File: config.mk
export PLATFORM = sky130hd
export DESIGN_NAME = tsa_top
export DESIGN_NICKNAME = d
export VERILOG_FILES = /design/src/hw/tsa_pkg.sv /design/src/hw/tsa_sync.sv /design/src/hw/tsa_alert.sv /design/src/hw/tsa_top.sv
export SDC_FILE = /design/constraint.sdc
export NUM_CORES = 1
export LEC_CHECK = 0
export BUFFER_PORTS_ARGS = -buffer_cell sky130_fd_sc_hd__clkbuf_2
export CAP_MARGIN = 20
export CORE_UTILIZATION = 50
export DETAILED_ROUTE_END_ITERATION = 16
export GPL_TIMING_DRIVEN = 0
export PLACE_DENSITY = 0.7
export SLEW_MARGIN = 20
export SYNTH_ARGS = -nofsm -noshare
export SYNTH_HDL_FRONTEND = slang
export SYNTH_SLANG_ARGS = --single-unit
File: constraint.sdc
create_clock -name clk -period 2.65 [get_ports clk]
set_input_delay 0.3975 -clock clk [delete_from_list [all_inputs] [get_ports clk]]
set_output_delay 0.3975 -clock clk [all_outputs]
set_load 0.01 [all_outputs]
File: src/hw/tsa_pkg.sv
// Package with the constants and types of the temperature sensor alert core.
package tsa_pkg;

  // ----------------------------------------
  // Register pointer values
  // ----------------------------------------
  localparam logic [1:0] TSA_PTR_TEMP = 2'h0;
  localparam logic [1:0] TSA_PTR_CFG = 2'h1;
  localparam logic [1:0] TSA_PTR_LOW = 2'h2;
  localparam logic [1:0] TSA_PTR_HIGH = 2'h3;

  // ----------------------------------------
  // Reset values and masks
  // ----------------------------------------
  localparam logic [15:0] TSA_TEMP_RST = 16'h0000;
  localparam logic [15:0] TSA_LOW_RST = 16'h2580;
  localparam logic [15:0] TSA_HIGH_RST = 16'h2800;
  localparam logic [15:0] TSA_LIMIT_MASK = 16'hFFF0;
  localparam logic [1:0] TSA_CR_RST = 2'h2;
  localparam logic TSA_CFG_B14 = 1'h1;

  // ----------------------------------------
  // Configuration field positions
  // ----------------------------------------
  localparam int TSA_CFG_AL = 5;
  localparam int TSA_CFG_CR = 6;
  localparam int TSA_CFG_SM = 8;
  localparam int TSA_CFG_IM = 9;
  localparam int TSA_CFG_POL = 10;
  localparam int TSA_CFG_CF = 11;
  localparam int TSA_CFG_RES14 = 14;
  localparam int TSA_CFG_SS = 15;

  // ----------------------------------------
  // Bus constants
  // ----------------------------------------
  localparam logic [2:0] TSA_ADDR_HI = 3'h5;
  localparam logic [6:0] TSA_GCALL_ADDR = 7'h00;
  localparam logic [7:0] TSA_GRESET_BYTE = 8'h06;
  localparam logic [3:0] TSA_BITS_BYTE = 4'h8;
  localparam logic [1:0] TSA_STRAP2_SCL = 2'h0;
  localparam logic [1:0] TSA_STRAP2_PULLUP = 2'h2;
  localparam int TSA_SYNC_W = 6;

  // ----------------------------------------
  // Types
  // ----------------------------------------
  typedef enum logic [2:0] {TSA_IDLE, TSA_ADDR, TSA_ACK, TSA_WR, TSA_TX, TSA_MACK} tsa_i2c_state_t;

  typedef struct packed {
    logic scl;
    logic sda;
    logic [1:0] strap_first;
    logic [1:0] strap_second;
  } tsa_pins_t;

  typedef struct packed {
    logic [1:0] rate;
    logic sleep;
    logic irq_mode;
    logic level;
    logic [1:0] faults;
    logic single_shot;
  } tsa_cfg_t;

endpackage

File: src/hw/tsa_sync.sv
// Two-stage synchroniser for the bus and strap pins.
`timescale 1ns/100ps
`default_nettype none
module tsa_sync
(
  input wire logic clk,
  input wire logic rstn,
  input wire tsa_pkg::tsa_pins_t pins_in,
  output var tsa_pkg::tsa_pins_t pins_out
);
  import tsa_pkg::*;

  typedef struct packed {
    tsa_pins_t first;
    tsa_pins_t second;
  } tsa_sync_st_t;

  tsa_sync_st_t st;
  tsa_sync_st_t next_st;

  // ----------------------------------------
  // Two flip-flops, the first read only by the second
  // ----------------------------------------
  always_comb
  begin
    next_st.first = pins_in;
    next_st.second = st.first;
  end

  always_ff @(posedge clk)
  begin
    if (!rstn)
    begin
      // Straps keep flowing in reset so that they are settled when it ends.
      st <= next_st;
      st.first.scl <= 1'b1;
      st.first.sda <= 1'b1;
      st.second.scl <= 1'b1;
      st.second.sda <= 1'b1;
    end
    else
    begin
      st <= next_st;
    end
  end

  assign pins_out = st.second;

endmodule
`default_nettype wire

File: src/hw/tsa_alert.sv
// Alert engine with comparator and interrupt modes and fault counting.
`timescale 1ns/100ps
`default_nettype none
module tsa_alert
(
  input wire logic clk,
  input wire logic rstn,
  input wire logic conv_valid,
  input wire logic [15:0] temp,
  input wire logic [15:0] high_limit,
  input wire logic [15:0] low_limit,
  input wire tsa_pkg::tsa_cfg_t cfg,
  input wire logic clear,
  input wire logic alert_en,
  output logic alert_bit,
  output logic alert_oe_n
);
  import tsa_pkg::*;

  typedef struct packed {
    logic active;
    logic phase_low;
    logic [1:0] cnt;
    logic im_d;
    logic level;
    logic oe_n;
  } tsa_alert_st_t;

  tsa_alert_st_t st;
  tsa_alert_st_t next_st;
  logic hi_hit;
  logic lo_hit;
  logic cond;
  logic waiting;

  // ----------------------------------------
  // Threshold compare and state update
  // ----------------------------------------
  always_comb
  begin
    next_st = st;
    hi_hit = $signed(temp) >= $signed(high_limit);
    lo_hit = $signed(temp) <= $signed(low_limit);
    cond = cfg.irq_mode ? (st.phase_low ? lo_hit : hi_hit) : (st.active ? lo_hit : hi_hit);
    waiting = cfg.irq_mode ? !st.active : 1'b1;
    next_st.im_d = cfg.irq_mode;
    if (cfg.irq_mode != st.im_d)
    begin
      next_st.active = 1'b0;
      next_st.phase_low = 1'b0;
      next_st.cnt = 2'h0;
    end
    else
    begin
      if (cfg.irq_mode && clear)
      begin
        next_st.active = 1'b0;
      end
      if (conv_valid && waiting)
      begin
        if (!cond)
        begin
          next_st.cnt = 2'h0;
        end
        else if (st.cnt == cfg.faults)
        begin
          next_st.cnt = 2'h0;
          if (cfg.irq_mode)
          begin
            next_st.active = 1'b1;
            next_st.phase_low = !st.phase_low;
          end
          else
          begin
            next_st.active = !st.active;
          end
        end
        else
        begin
          next_st.cnt = st.cnt + 2'h1;
        end
      end
    end
    next_st.level = cfg.level ? next_st.active : !next_st.active;
    next_st.oe_n = alert_en ? next_st.level : 1'b1;
  end

  always_ff @(posedge clk)
  begin
    if (!rstn)
    begin
      st <= '{active: 1'b0, phase_low: 1'b0, cnt: 2'h0, im_d: 1'b0, level: 1'b1, oe_n: 1'b1};
    end
    else
    begin
      st <= next_st;
    end
  end

  assign alert_bit = st.level;
  assign alert_oe_n = st.oe_n;

endmodule
`default_nettype wire

File: src/hw/tsa_top.sv
// Temperature sensor digital core: bus slave, registers and alert pin.
`timescale 1ns/100ps
`default_nettype none
// Summary of operation
// Comparator mode: alert follows N-fault threshold crossings.
// Interrupt mode: N faults above high assert.
// Interrupt alert held until any register read.
// Entering sleep clears interrupt alert.
// After clear, N faults below low reassert.
// Phases alternate; general reset returns comparator mode.
// Limits reset to 0x2580 and 0x2800.
// Limit bits 3..0 read zero, ignore writes.
// Limits two's complement, upper byte first.
// Temperature read as upper then lower byte.
// Temperature is signed, 1/128 degree steps.
// Temperature reads zero until first conversion.
// Master opens each transfer with START.
// Address then direction bit, decoded here.
// Sample on SCL rise, acknowledge ninth pulse.
// SDA change with SCL high is START/STOP.
// Master closes each transfer with STOP.
// Bytes shift most significant bit first.
// Fast and high-speed SCL rates supported.
// Slave address comes from two strap pins.
// Straps connected; alert needs pulled-up second strap.
// Fault count field selects one to four.
// Level select sets alert asserted polarity.
// Pointer low bits select target register.
// Failing conversion restarts the fault count.
module tsa_top
(
  input wire logic clk,
  input wire logic rstn,
  input wire logic scl_in,
  input wire logic sda_in,
  output logic sda_out,
  output logic sda_oe_n,
  input wire logic [1:0] addr_strap_first,
  input wire logic [1:0] addr_strap_second,
  output logic alert_out,
  output logic alert_oe_n,
  input wire logic conv_valid,
  input wire logic [15:0] conv_data,
  output logic [1:0] conv_rate,
  output logic sleep_sel,
  output logic single_shot
);
  import tsa_pkg::*;

  typedef struct packed {
    tsa_i2c_state_t fsm;
    logic [3:0] cnt;
    logic [7:0] shreg;
    logic rw;
    logic gc;
    logic gc_seen;
    logic ptr_next;
    logic lsb_next;
    logic nack;
    logic [7:0] hold;
    logic [1:0] ptr;
    logic [15:0] txw;
    logic [15:0] temp_value;
    logic [15:0] low_limit;
    logic [15:0] high_limit;
    tsa_cfg_t cfg;
    logic [6:0] addr;
    logic alert_en;
    logic strap_ok;
    logic scl_d;
    logic sda_d;
    logic sda_oe_n;
    logic drive;
    logic read_pulse;
    logic sleep_pulse;
  } tsa_st_t;

  tsa_st_t st;
  tsa_st_t next_st;
  tsa_pins_t pins;
  logic alert_bit;
  logic scl_rise;
  logic scl_fall;
  logic start_cond;
  logic stop_cond;
  logic [7:0] bytev;

  // ----------------------------------------
  // Helper functions
  // ----------------------------------------
  function automatic logic [15:0] cfg_word(input tsa_cfg_t c, input logic al);
    logic [15:0] w;
    w = 16'h0000;
    w[TSA_CFG_AL] = al;
    w[TSA_CFG_CR +: 2] = c.rate;
    w[TSA_CFG_SM] = c.sleep;
    w[TSA_CFG_IM] = c.irq_mode;
    w[TSA_CFG_POL] = c.level;
    w[TSA_CFG_CF +: 2] = c.faults;
    w[TSA_CFG_RES14] = TSA_CFG_B14;
    w[TSA_CFG_SS] = c.single_shot;
    return w;
  endfunction

  function automatic logic [15:0] reg_read(input tsa_st_t s, input logic al);
    logic [15:0] w;
    w = s.temp_value;
    case (s.ptr)
      TSA_PTR_CFG: w = cfg_word(s.cfg, al);
      TSA_PTR_LOW: w = s.low_limit & TSA_LIMIT_MASK;
      TSA_PTR_HIGH: w = s.high_limit & TSA_LIMIT_MASK;
      default: w = s.temp_value;
    endcase
    return w;
  endfunction

  // ----------------------------------------
  // Pin synchroniser
  // ----------------------------------------
  tsa_sync u_sync
  (
    .clk(clk),
    .rstn(rstn),
    .pins_in('{scl: scl_in, sda: sda_in, strap_first: addr_strap_first, strap_second: addr_strap_second}),
    .pins_out(pins)
  );

  // ----------------------------------------
  // Alert engine
  // ----------------------------------------
  tsa_alert u_alert
  (
    .clk(clk),
    .rstn(rstn),
    .conv_valid(conv_valid),
    .temp(conv_data),
    .high_limit(st.high_limit & TSA_LIMIT_MASK),
    .low_limit(st.low_limit & TSA_LIMIT_MASK),
    .cfg(st.cfg),
    .clear(st.read_pulse | st.sleep_pulse),
    .alert_en(st.alert_en),
    .alert_bit(alert_bit),
    .alert_oe_n(alert_oe_n)
  );

  // ----------------------------------------
  // Bus slave and register file
  // ----------------------------------------
  always_comb
  begin
    next_st = st;
    next_st.read_pulse = 1'b0;
    next_st.sleep_pulse = 1'b0;
    next_st.scl_d = pins.scl;
    next_st.sda_d = pins.sda;
    scl_rise = pins.scl && !st.scl_d;
    scl_fall = !pins.scl && st.scl_d;
    start_cond = pins.scl && st.scl_d && st.sda_d && !pins.sda;
    stop_cond = pins.scl && st.scl_d && !st.sda_d && pins.sda;
    bytev = st.lsb_next ? st.txw[7:0] : st.txw[15:8];

    if (!st.strap_ok)
    begin
      next_st.strap_ok = 1'b1;
      next_st.addr = {TSA_ADDR_HI, pins.strap_second != TSA_STRAP2_SCL,
                      pins.strap_second == TSA_STRAP2_SCL, pins.strap_first};
      next_st.alert_en = pins.strap_second == TSA_STRAP2_PULLUP;
    end

    if (conv_valid)
    begin
      next_st.temp_value = conv_data;
      next_st.cfg.single_shot = 1'b0;
    end

    case (st.fsm)
      TSA_ADDR, TSA_WR:
      begin
        if (scl_rise)
        begin
          next_st.shreg = {st.shreg[6:0], pins.sda};
          next_st.cnt = st.cnt + 4'h1;
        end
        else if (scl_fall && st.cnt == TSA_BITS_BYTE)
        begin
          next_st.cnt = 4'h0;
          if (st.fsm == TSA_ADDR)
          begin
            if (st.shreg[7:1] == st.addr || st.shreg[7:1] == TSA_GCALL_ADDR)
            begin
              next_st.sda_oe_n = 1'b0;
              next_st.rw = st.shreg[0];
              next_st.gc = st.shreg[7:1] == TSA_GCALL_ADDR && !st.shreg[0];
              next_st.ptr_next = 1'b1;
              next_st.lsb_next = 1'b0;
              next_st.fsm = TSA_ACK;
            end
            else
            begin
              next_st.fsm = TSA_IDLE;
            end
          end
          else if (st.gc && st.gc_seen)
          begin
            next_st.fsm = TSA_IDLE;
          end
          else
          begin
            next_st.sda_oe_n = 1'b0;
            next_st.fsm = TSA_ACK;
            if (st.gc)
            begin
              next_st.gc_seen = 1'b1;
              if (st.shreg == TSA_GRESET_BYTE)
              begin
                next_st.cfg.irq_mode = 1'b0;
              end
            end
            else if (st.ptr_next)
            begin
              next_st.ptr = st.shreg[1:0];
              next_st.ptr_next = 1'b0;
            end
            else if (!st.lsb_next)
            begin
              next_st.hold = st.shreg;
              next_st.lsb_next = 1'b1;
            end
            else
            begin
              next_st.lsb_next = 1'b0;
              case (st.ptr)
                TSA_PTR_CFG:
                begin
                  next_st.cfg.rate = st.shreg[TSA_CFG_CR +: 2];
                  next_st.cfg.sleep = st.hold[TSA_CFG_SM - 8];
                  next_st.cfg.irq_mode = st.hold[TSA_CFG_IM - 8];
                  next_st.cfg.level = st.hold[TSA_CFG_POL - 8];
                  next_st.cfg.faults = st.hold[TSA_CFG_CF - 8 +: 2];
                  next_st.cfg.single_shot = st.hold[TSA_CFG_SS - 8];
                  next_st.sleep_pulse = st.hold[TSA_CFG_SM - 8] && !st.cfg.sleep;
                end
                TSA_PTR_LOW: next_st.low_limit = {st.hold, st.shreg} & TSA_LIMIT_MASK;
                TSA_PTR_HIGH: next_st.high_limit = {st.hold, st.shreg} & TSA_LIMIT_MASK;
                default: next_st.temp_value = st.temp_value;
              endcase
            end
          end
        end
      end
      TSA_ACK:
      begin
        if (scl_fall)
        begin
          if (st.rw)
          begin
            next_st.txw = reg_read(st, alert_bit);
            bytev = next_st.txw[15:8];
            next_st.sda_oe_n = bytev[7];
            next_st.shreg = {bytev[6:0], 1'b1};
            next_st.cnt = 4'h1;
            next_st.fsm = TSA_TX;
          end
          else
          begin
            next_st.sda_oe_n = 1'b1;
            next_st.cnt = 4'h0;
            next_st.fsm = TSA_WR;
          end
        end
      end
      TSA_TX:
      begin
        if (scl_fall)
        begin
          if (st.cnt == TSA_BITS_BYTE)
          begin
            next_st.sda_oe_n = 1'b1;
            next_st.cnt = 4'h0;
            next_st.fsm = TSA_MACK;
          end
          else
          begin
            next_st.sda_oe_n = st.shreg[7];
            next_st.shreg = {st.shreg[6:0], 1'b1};
            next_st.cnt = st.cnt + 4'h1;
          end
        end
      end
      TSA_MACK:
      begin
        if (scl_rise)
        begin
          next_st.nack = pins.sda;
          next_st.read_pulse = 1'b1;
        end
        else if (scl_fall)
        begin
          if (st.nack)
          begin
            next_st.fsm = TSA_IDLE;
          end
          else
          begin
            bytev = st.lsb_next ? st.txw[15:8] : st.txw[7:0];
            next_st.lsb_next = !st.lsb_next;
            next_st.sda_oe_n = bytev[7];
            next_st.shreg = {bytev[6:0], 1'b1};
            next_st.cnt = 4'h1;
            next_st.fsm = TSA_TX;
          end
        end
      end
      default:
      begin
        next_st.fsm = TSA_IDLE;
      end
    endcase

    if (start_cond)
    begin
      next_st.fsm = TSA_ADDR;
      next_st.cnt = 4'h0;
      next_st.sda_oe_n = 1'b1;
      next_st.gc = 1'b0;
      next_st.gc_seen = 1'b0;
    end
    else if (stop_cond)
    begin
      next_st.fsm = TSA_IDLE;
      next_st.sda_oe_n = 1'b1;
    end
  end

  always_ff @(posedge clk)
  begin
    if (!rstn)
    begin
      st <= '0;
      st.fsm <= TSA_IDLE;
      st.scl_d <= 1'b1;
      st.sda_d <= 1'b1;
      st.sda_oe_n <= 1'b1;
      st.temp_value <= TSA_TEMP_RST;
      st.low_limit <= TSA_LOW_RST;
      st.high_limit <= TSA_HIGH_RST;
      st.cfg.rate <= TSA_CR_RST;
    end
    else
    begin
      st <= next_st;
    end
  end

  // ----------------------------------------
  // Outputs
  // ----------------------------------------
  assign sda_out = st.drive;
  assign sda_oe_n = st.sda_oe_n;
  assign alert_out = st.drive;
  assign conv_rate = st.cfg.rate;
  assign sleep_sel = st.cfg.sleep;
  assign single_shot = st.cfg.single_shot;

endmodule
`default_nettype wire

==> results.sh <==
export IMPL_io_buffers=30
export IMPL_end_kind="flop"
export IMPL_status="complete, but fails checks"
export IMPL_finalHoldViolCount=0
export IMPL_min_period_ps=2720
export IMPL_postCtsHoldBufs=0
export IMPL_worstHoldEndpoint="u_sync.next_st[1]"
export IMPL_die_y_um=112
export IMPL_vias=5369
export IMPL_timing_rr_start="st[52]"
export IMPL_tns_ps=-147
export IMPL_drv_slew=0
export IMPL_track_usage_pct=28.1
export IMPL_grt_ovfl_total=0
export IMPL_start_util_pct=52.2
export IMPL_first_pass_iters=11
export IMPL_synth_ff_type="dfxtp_1"
export IMPL_clock_path_buffers=2
export IMPL_clk_pin_slew_ps=50
export IMPL_die_width_um=112
export IMPL_syn_area_um2=6060
export IMPL_post_synth_top_count_cell="dfxtp_1"
export IMPL_synth_common_cells="dfxtp_1, nand2_1, nor2_1, a21oi_1, mux2i_1"
export IMPL_setup_viol_count_final=2
export IMPL_ys_ff_latch=126
export IMPL_rows=39
export IMPL_r2r_slack_ps=-70
export IMPL_tritoncts="built"
export IMPL_grt_pass1_wl_um=27100
export IMPL_criticalPathCategory="flop to flop"
export IMPL_synth_largest_area_cell="dfxtp_1"
export IMPL_grt_antenna_before_repair=0
export IMPL_path_delay_family="compound AO/OA/AOI/OAI gates"
export IMPL_r2r_end="u_alert.alert_bit"
export IMPL_min_path_type="input pin to flop"
export IMPL_ys_seq_area_share_pct=41.6
export IMPL_dieArea_um2=12600
export IMPL_slowest_delay_ps=330
export IMPL_grt_max_degree=17
export IMPL_critPathSlowestCell="dfxtp_2"
export IMPL_grt_pass1_vias=5248
export IMPL_final_nets=818
export IMPL_r2r_cells=11
export IMPL_h_tree_depth=4
export IMPL_ant_nets=0
export IMPL_clockRootBuffer="clkbuf_16"
export IMPL_drt_iter0_markers=391
export IMPL_drc=2
export IMPL_maxCapViolCount=0
export IMPL_worst_slack_ps=-74.5
export IMPL_cp_depth=11
export IMPL_holdPathStages=1
export IMPL_viasPerCell=5.82
export IMPL_required_ps=2950
export IMPL_place_ws_ps=-383
export IMPL_cts_sinks=126
export IMPL_power_density_nw_per_um2=644
export IMPL_syn_avg_cell_area_um2=8.54
export IMPL_peakVddDrop_v=0.000423
export IMPL_netlist_instances=710
export IMPL_yosysUniqueCellTypes=62
export IMPL_post_dp_hpwl_um=12100
export IMPL_io_pins=33
export IMPL_tightest_slew_ps=739
export IMPL_finClkSkew_ps=9.09
export IMPL_diodes=0
export IMPL_max_freq_mhz=367
export IMPL_drive_above_1_share_pct=14.5
export IMPL_synth_top_cell_area_share_pct=41.6
export IMPL_core_um2=11600
export IMPL_wl_per_cell_um=18.0
export IMPL_leakagePower_nw=2.80
export IMPL_wl_um=16600
export IMPL_min_from="addr_strap_second[1]"
export IMPL_synth_edf_count=0
export IMPL_path_cells="inv_2 > ha_4 > and4_1 > nand4_1 > a31o_1 > a21oi_2 > o31ai_4 > nor3_4 > xnor2_2 > o22a_1 > mux2_4"
export IMPL_clock_latency_ps=420
export IMPL_min_period_over_period_pct=103
export IMPL_path_buf_inv=1
export IMPL_place_congestion=0.881
export IMPL_numCtsBuffers=17
export IMPL_arrival_ps=3030
export IMPL_start_kind="flop"
export IMPL_async_flop_share_pct=0
export IMPL_violations="DRC, setup timing"
export IMPL_synth_warnings=0
export IMPL_rsz0062_at_grt="true"
export IMPL_slew_headroom_pct=50.3
export IMPL_path_max_fanout=3
export IMPL_ys_top_cells_by_area="dfxtp_1, mux2i_1, nand2_1"
export IMPL_syn_to_final_growth_pct=17.3
-- logic make-up after synthesis --
family | count (synthesis) | synth area share [%]
AO/OA/AOI/OAI | 137 | 13.8
other | 1 | 0.0619
buffers and inverters | 72 | 4.98
XOR/XNOR | 8 | 1.16
adder cells (fa/ha/maj) | 26 | 5.37
flip-flops | 126 | 41.6
AND/OR/NAND/NOR | 278 | 20.7
multiplexers | 62 | 12.3
-- routing by layer --
layer / share of wire, % / global-route usage, % / routed length (um) / vias to the layer above
met5: 0 / 0 / 0 / -
met4: 3.1 / 11.9 / 510 / 0
li1: - / - / - / 2584
met1: 44 / 37.3 / 7320 / 2536
met2: 45 / 44.4 / 7490 / 216
met3: 7.8 / 6.05 / 1290 / 33
-- layout by cell type, fill, tap and decap left out, drive strengths merged, types with 20 or more instances in the layout --
cell type  count
dfxtp        126
nand2        103
nor2          92
clkbuf        85
a21oi         66
mux2i         48
inv           29
ha            26
o21ai         23
buf           20
-- report_power, final --
group | leakage (nW) | switching [mW] | internal (mW) | total, mW
clock | 0.285 | 0.811 | 1.45 | 2.26
sequential | 1.03 | 0.0353 | 1.94 | 1.98
combinational | 1.49 | 0.198 | 0.143 | 0.341
-- repair_timing --
action,4_1_cts,5_1_grt
setup endpoints to repair,4,13
resized for setup,16,6
setup buffers,5,2
pin swaps,10,6
gates cloned,0,0
-- worst register-to-register path: stages (launching register included) --
cell	delay, ps
dfxtp_2	330
inv_2	50
ha_4	250
and4_1	210
nand4_1	180
a31o_1	310
a21oi_2	190
o31ai_4	100
nor3_4	300
xnor2_2	150
o22a_1	220
mux2_4	310
-- how the worst max path moves through the flow --
stage	startpoint	endpoint	slack, ps
final	st[52]	u_alert.alert_bit	-70
after global routing	st[54]	u_alert.alert_bit	-200
after CTS	st[52]	u_alert.alert_bit	-60
after floorplan	conv_data[15]	u_alert.alert_bit	180
after global placement	conv_data[0]	u_alert.alert_oe_n	-380
after detailed placement	conv_data[0]	u_alert.alert_bit	-380
-- state kept, by name, summed over array words and instances (netlist names) --
signal and cells:
u_alert.alert_bit 1, sda_oe_n 1, u_sync.pins_out 6, st 102
conv_rate 2, sleep_sel 1, single_shot 1, u_alert.st 5
u_sync.next_st 6, u_alert.alert_oe_n 1
-- through the flow --
step | hold WS [ps] | power [mW] | std cells | cell area, um^2 | utilization [%]
after floorplan | 310 | 2.21 | 711 | 6060 | -
after global routing | 64.7 | 4.73 | 923 | 7110 | 61.2
after CTS | 70.4 | 4.58 | 921 | 7070 | 60.9
final | 79.4 | 4.58 | 923 | 7110 | 61.2
after detailed placement | 313 | 2.32 | 884 | 6390 | 55.1
after global placement | 312 | 2.31 | 884 | 6390 | 55.1
-- layout make-up --
class                   instances  area, um^2
clock inverters                 7        85.1
fillers                      1044        4500
multi-input cells             513        3330
inverters                      29         109
clock buffers                  25         485
well taps                     143         179
repair buffers                 37         203
plain buffers                  43         193
flip-flops and latches        126        2530
Note: power is estimated with default switching activity, not from simulation.
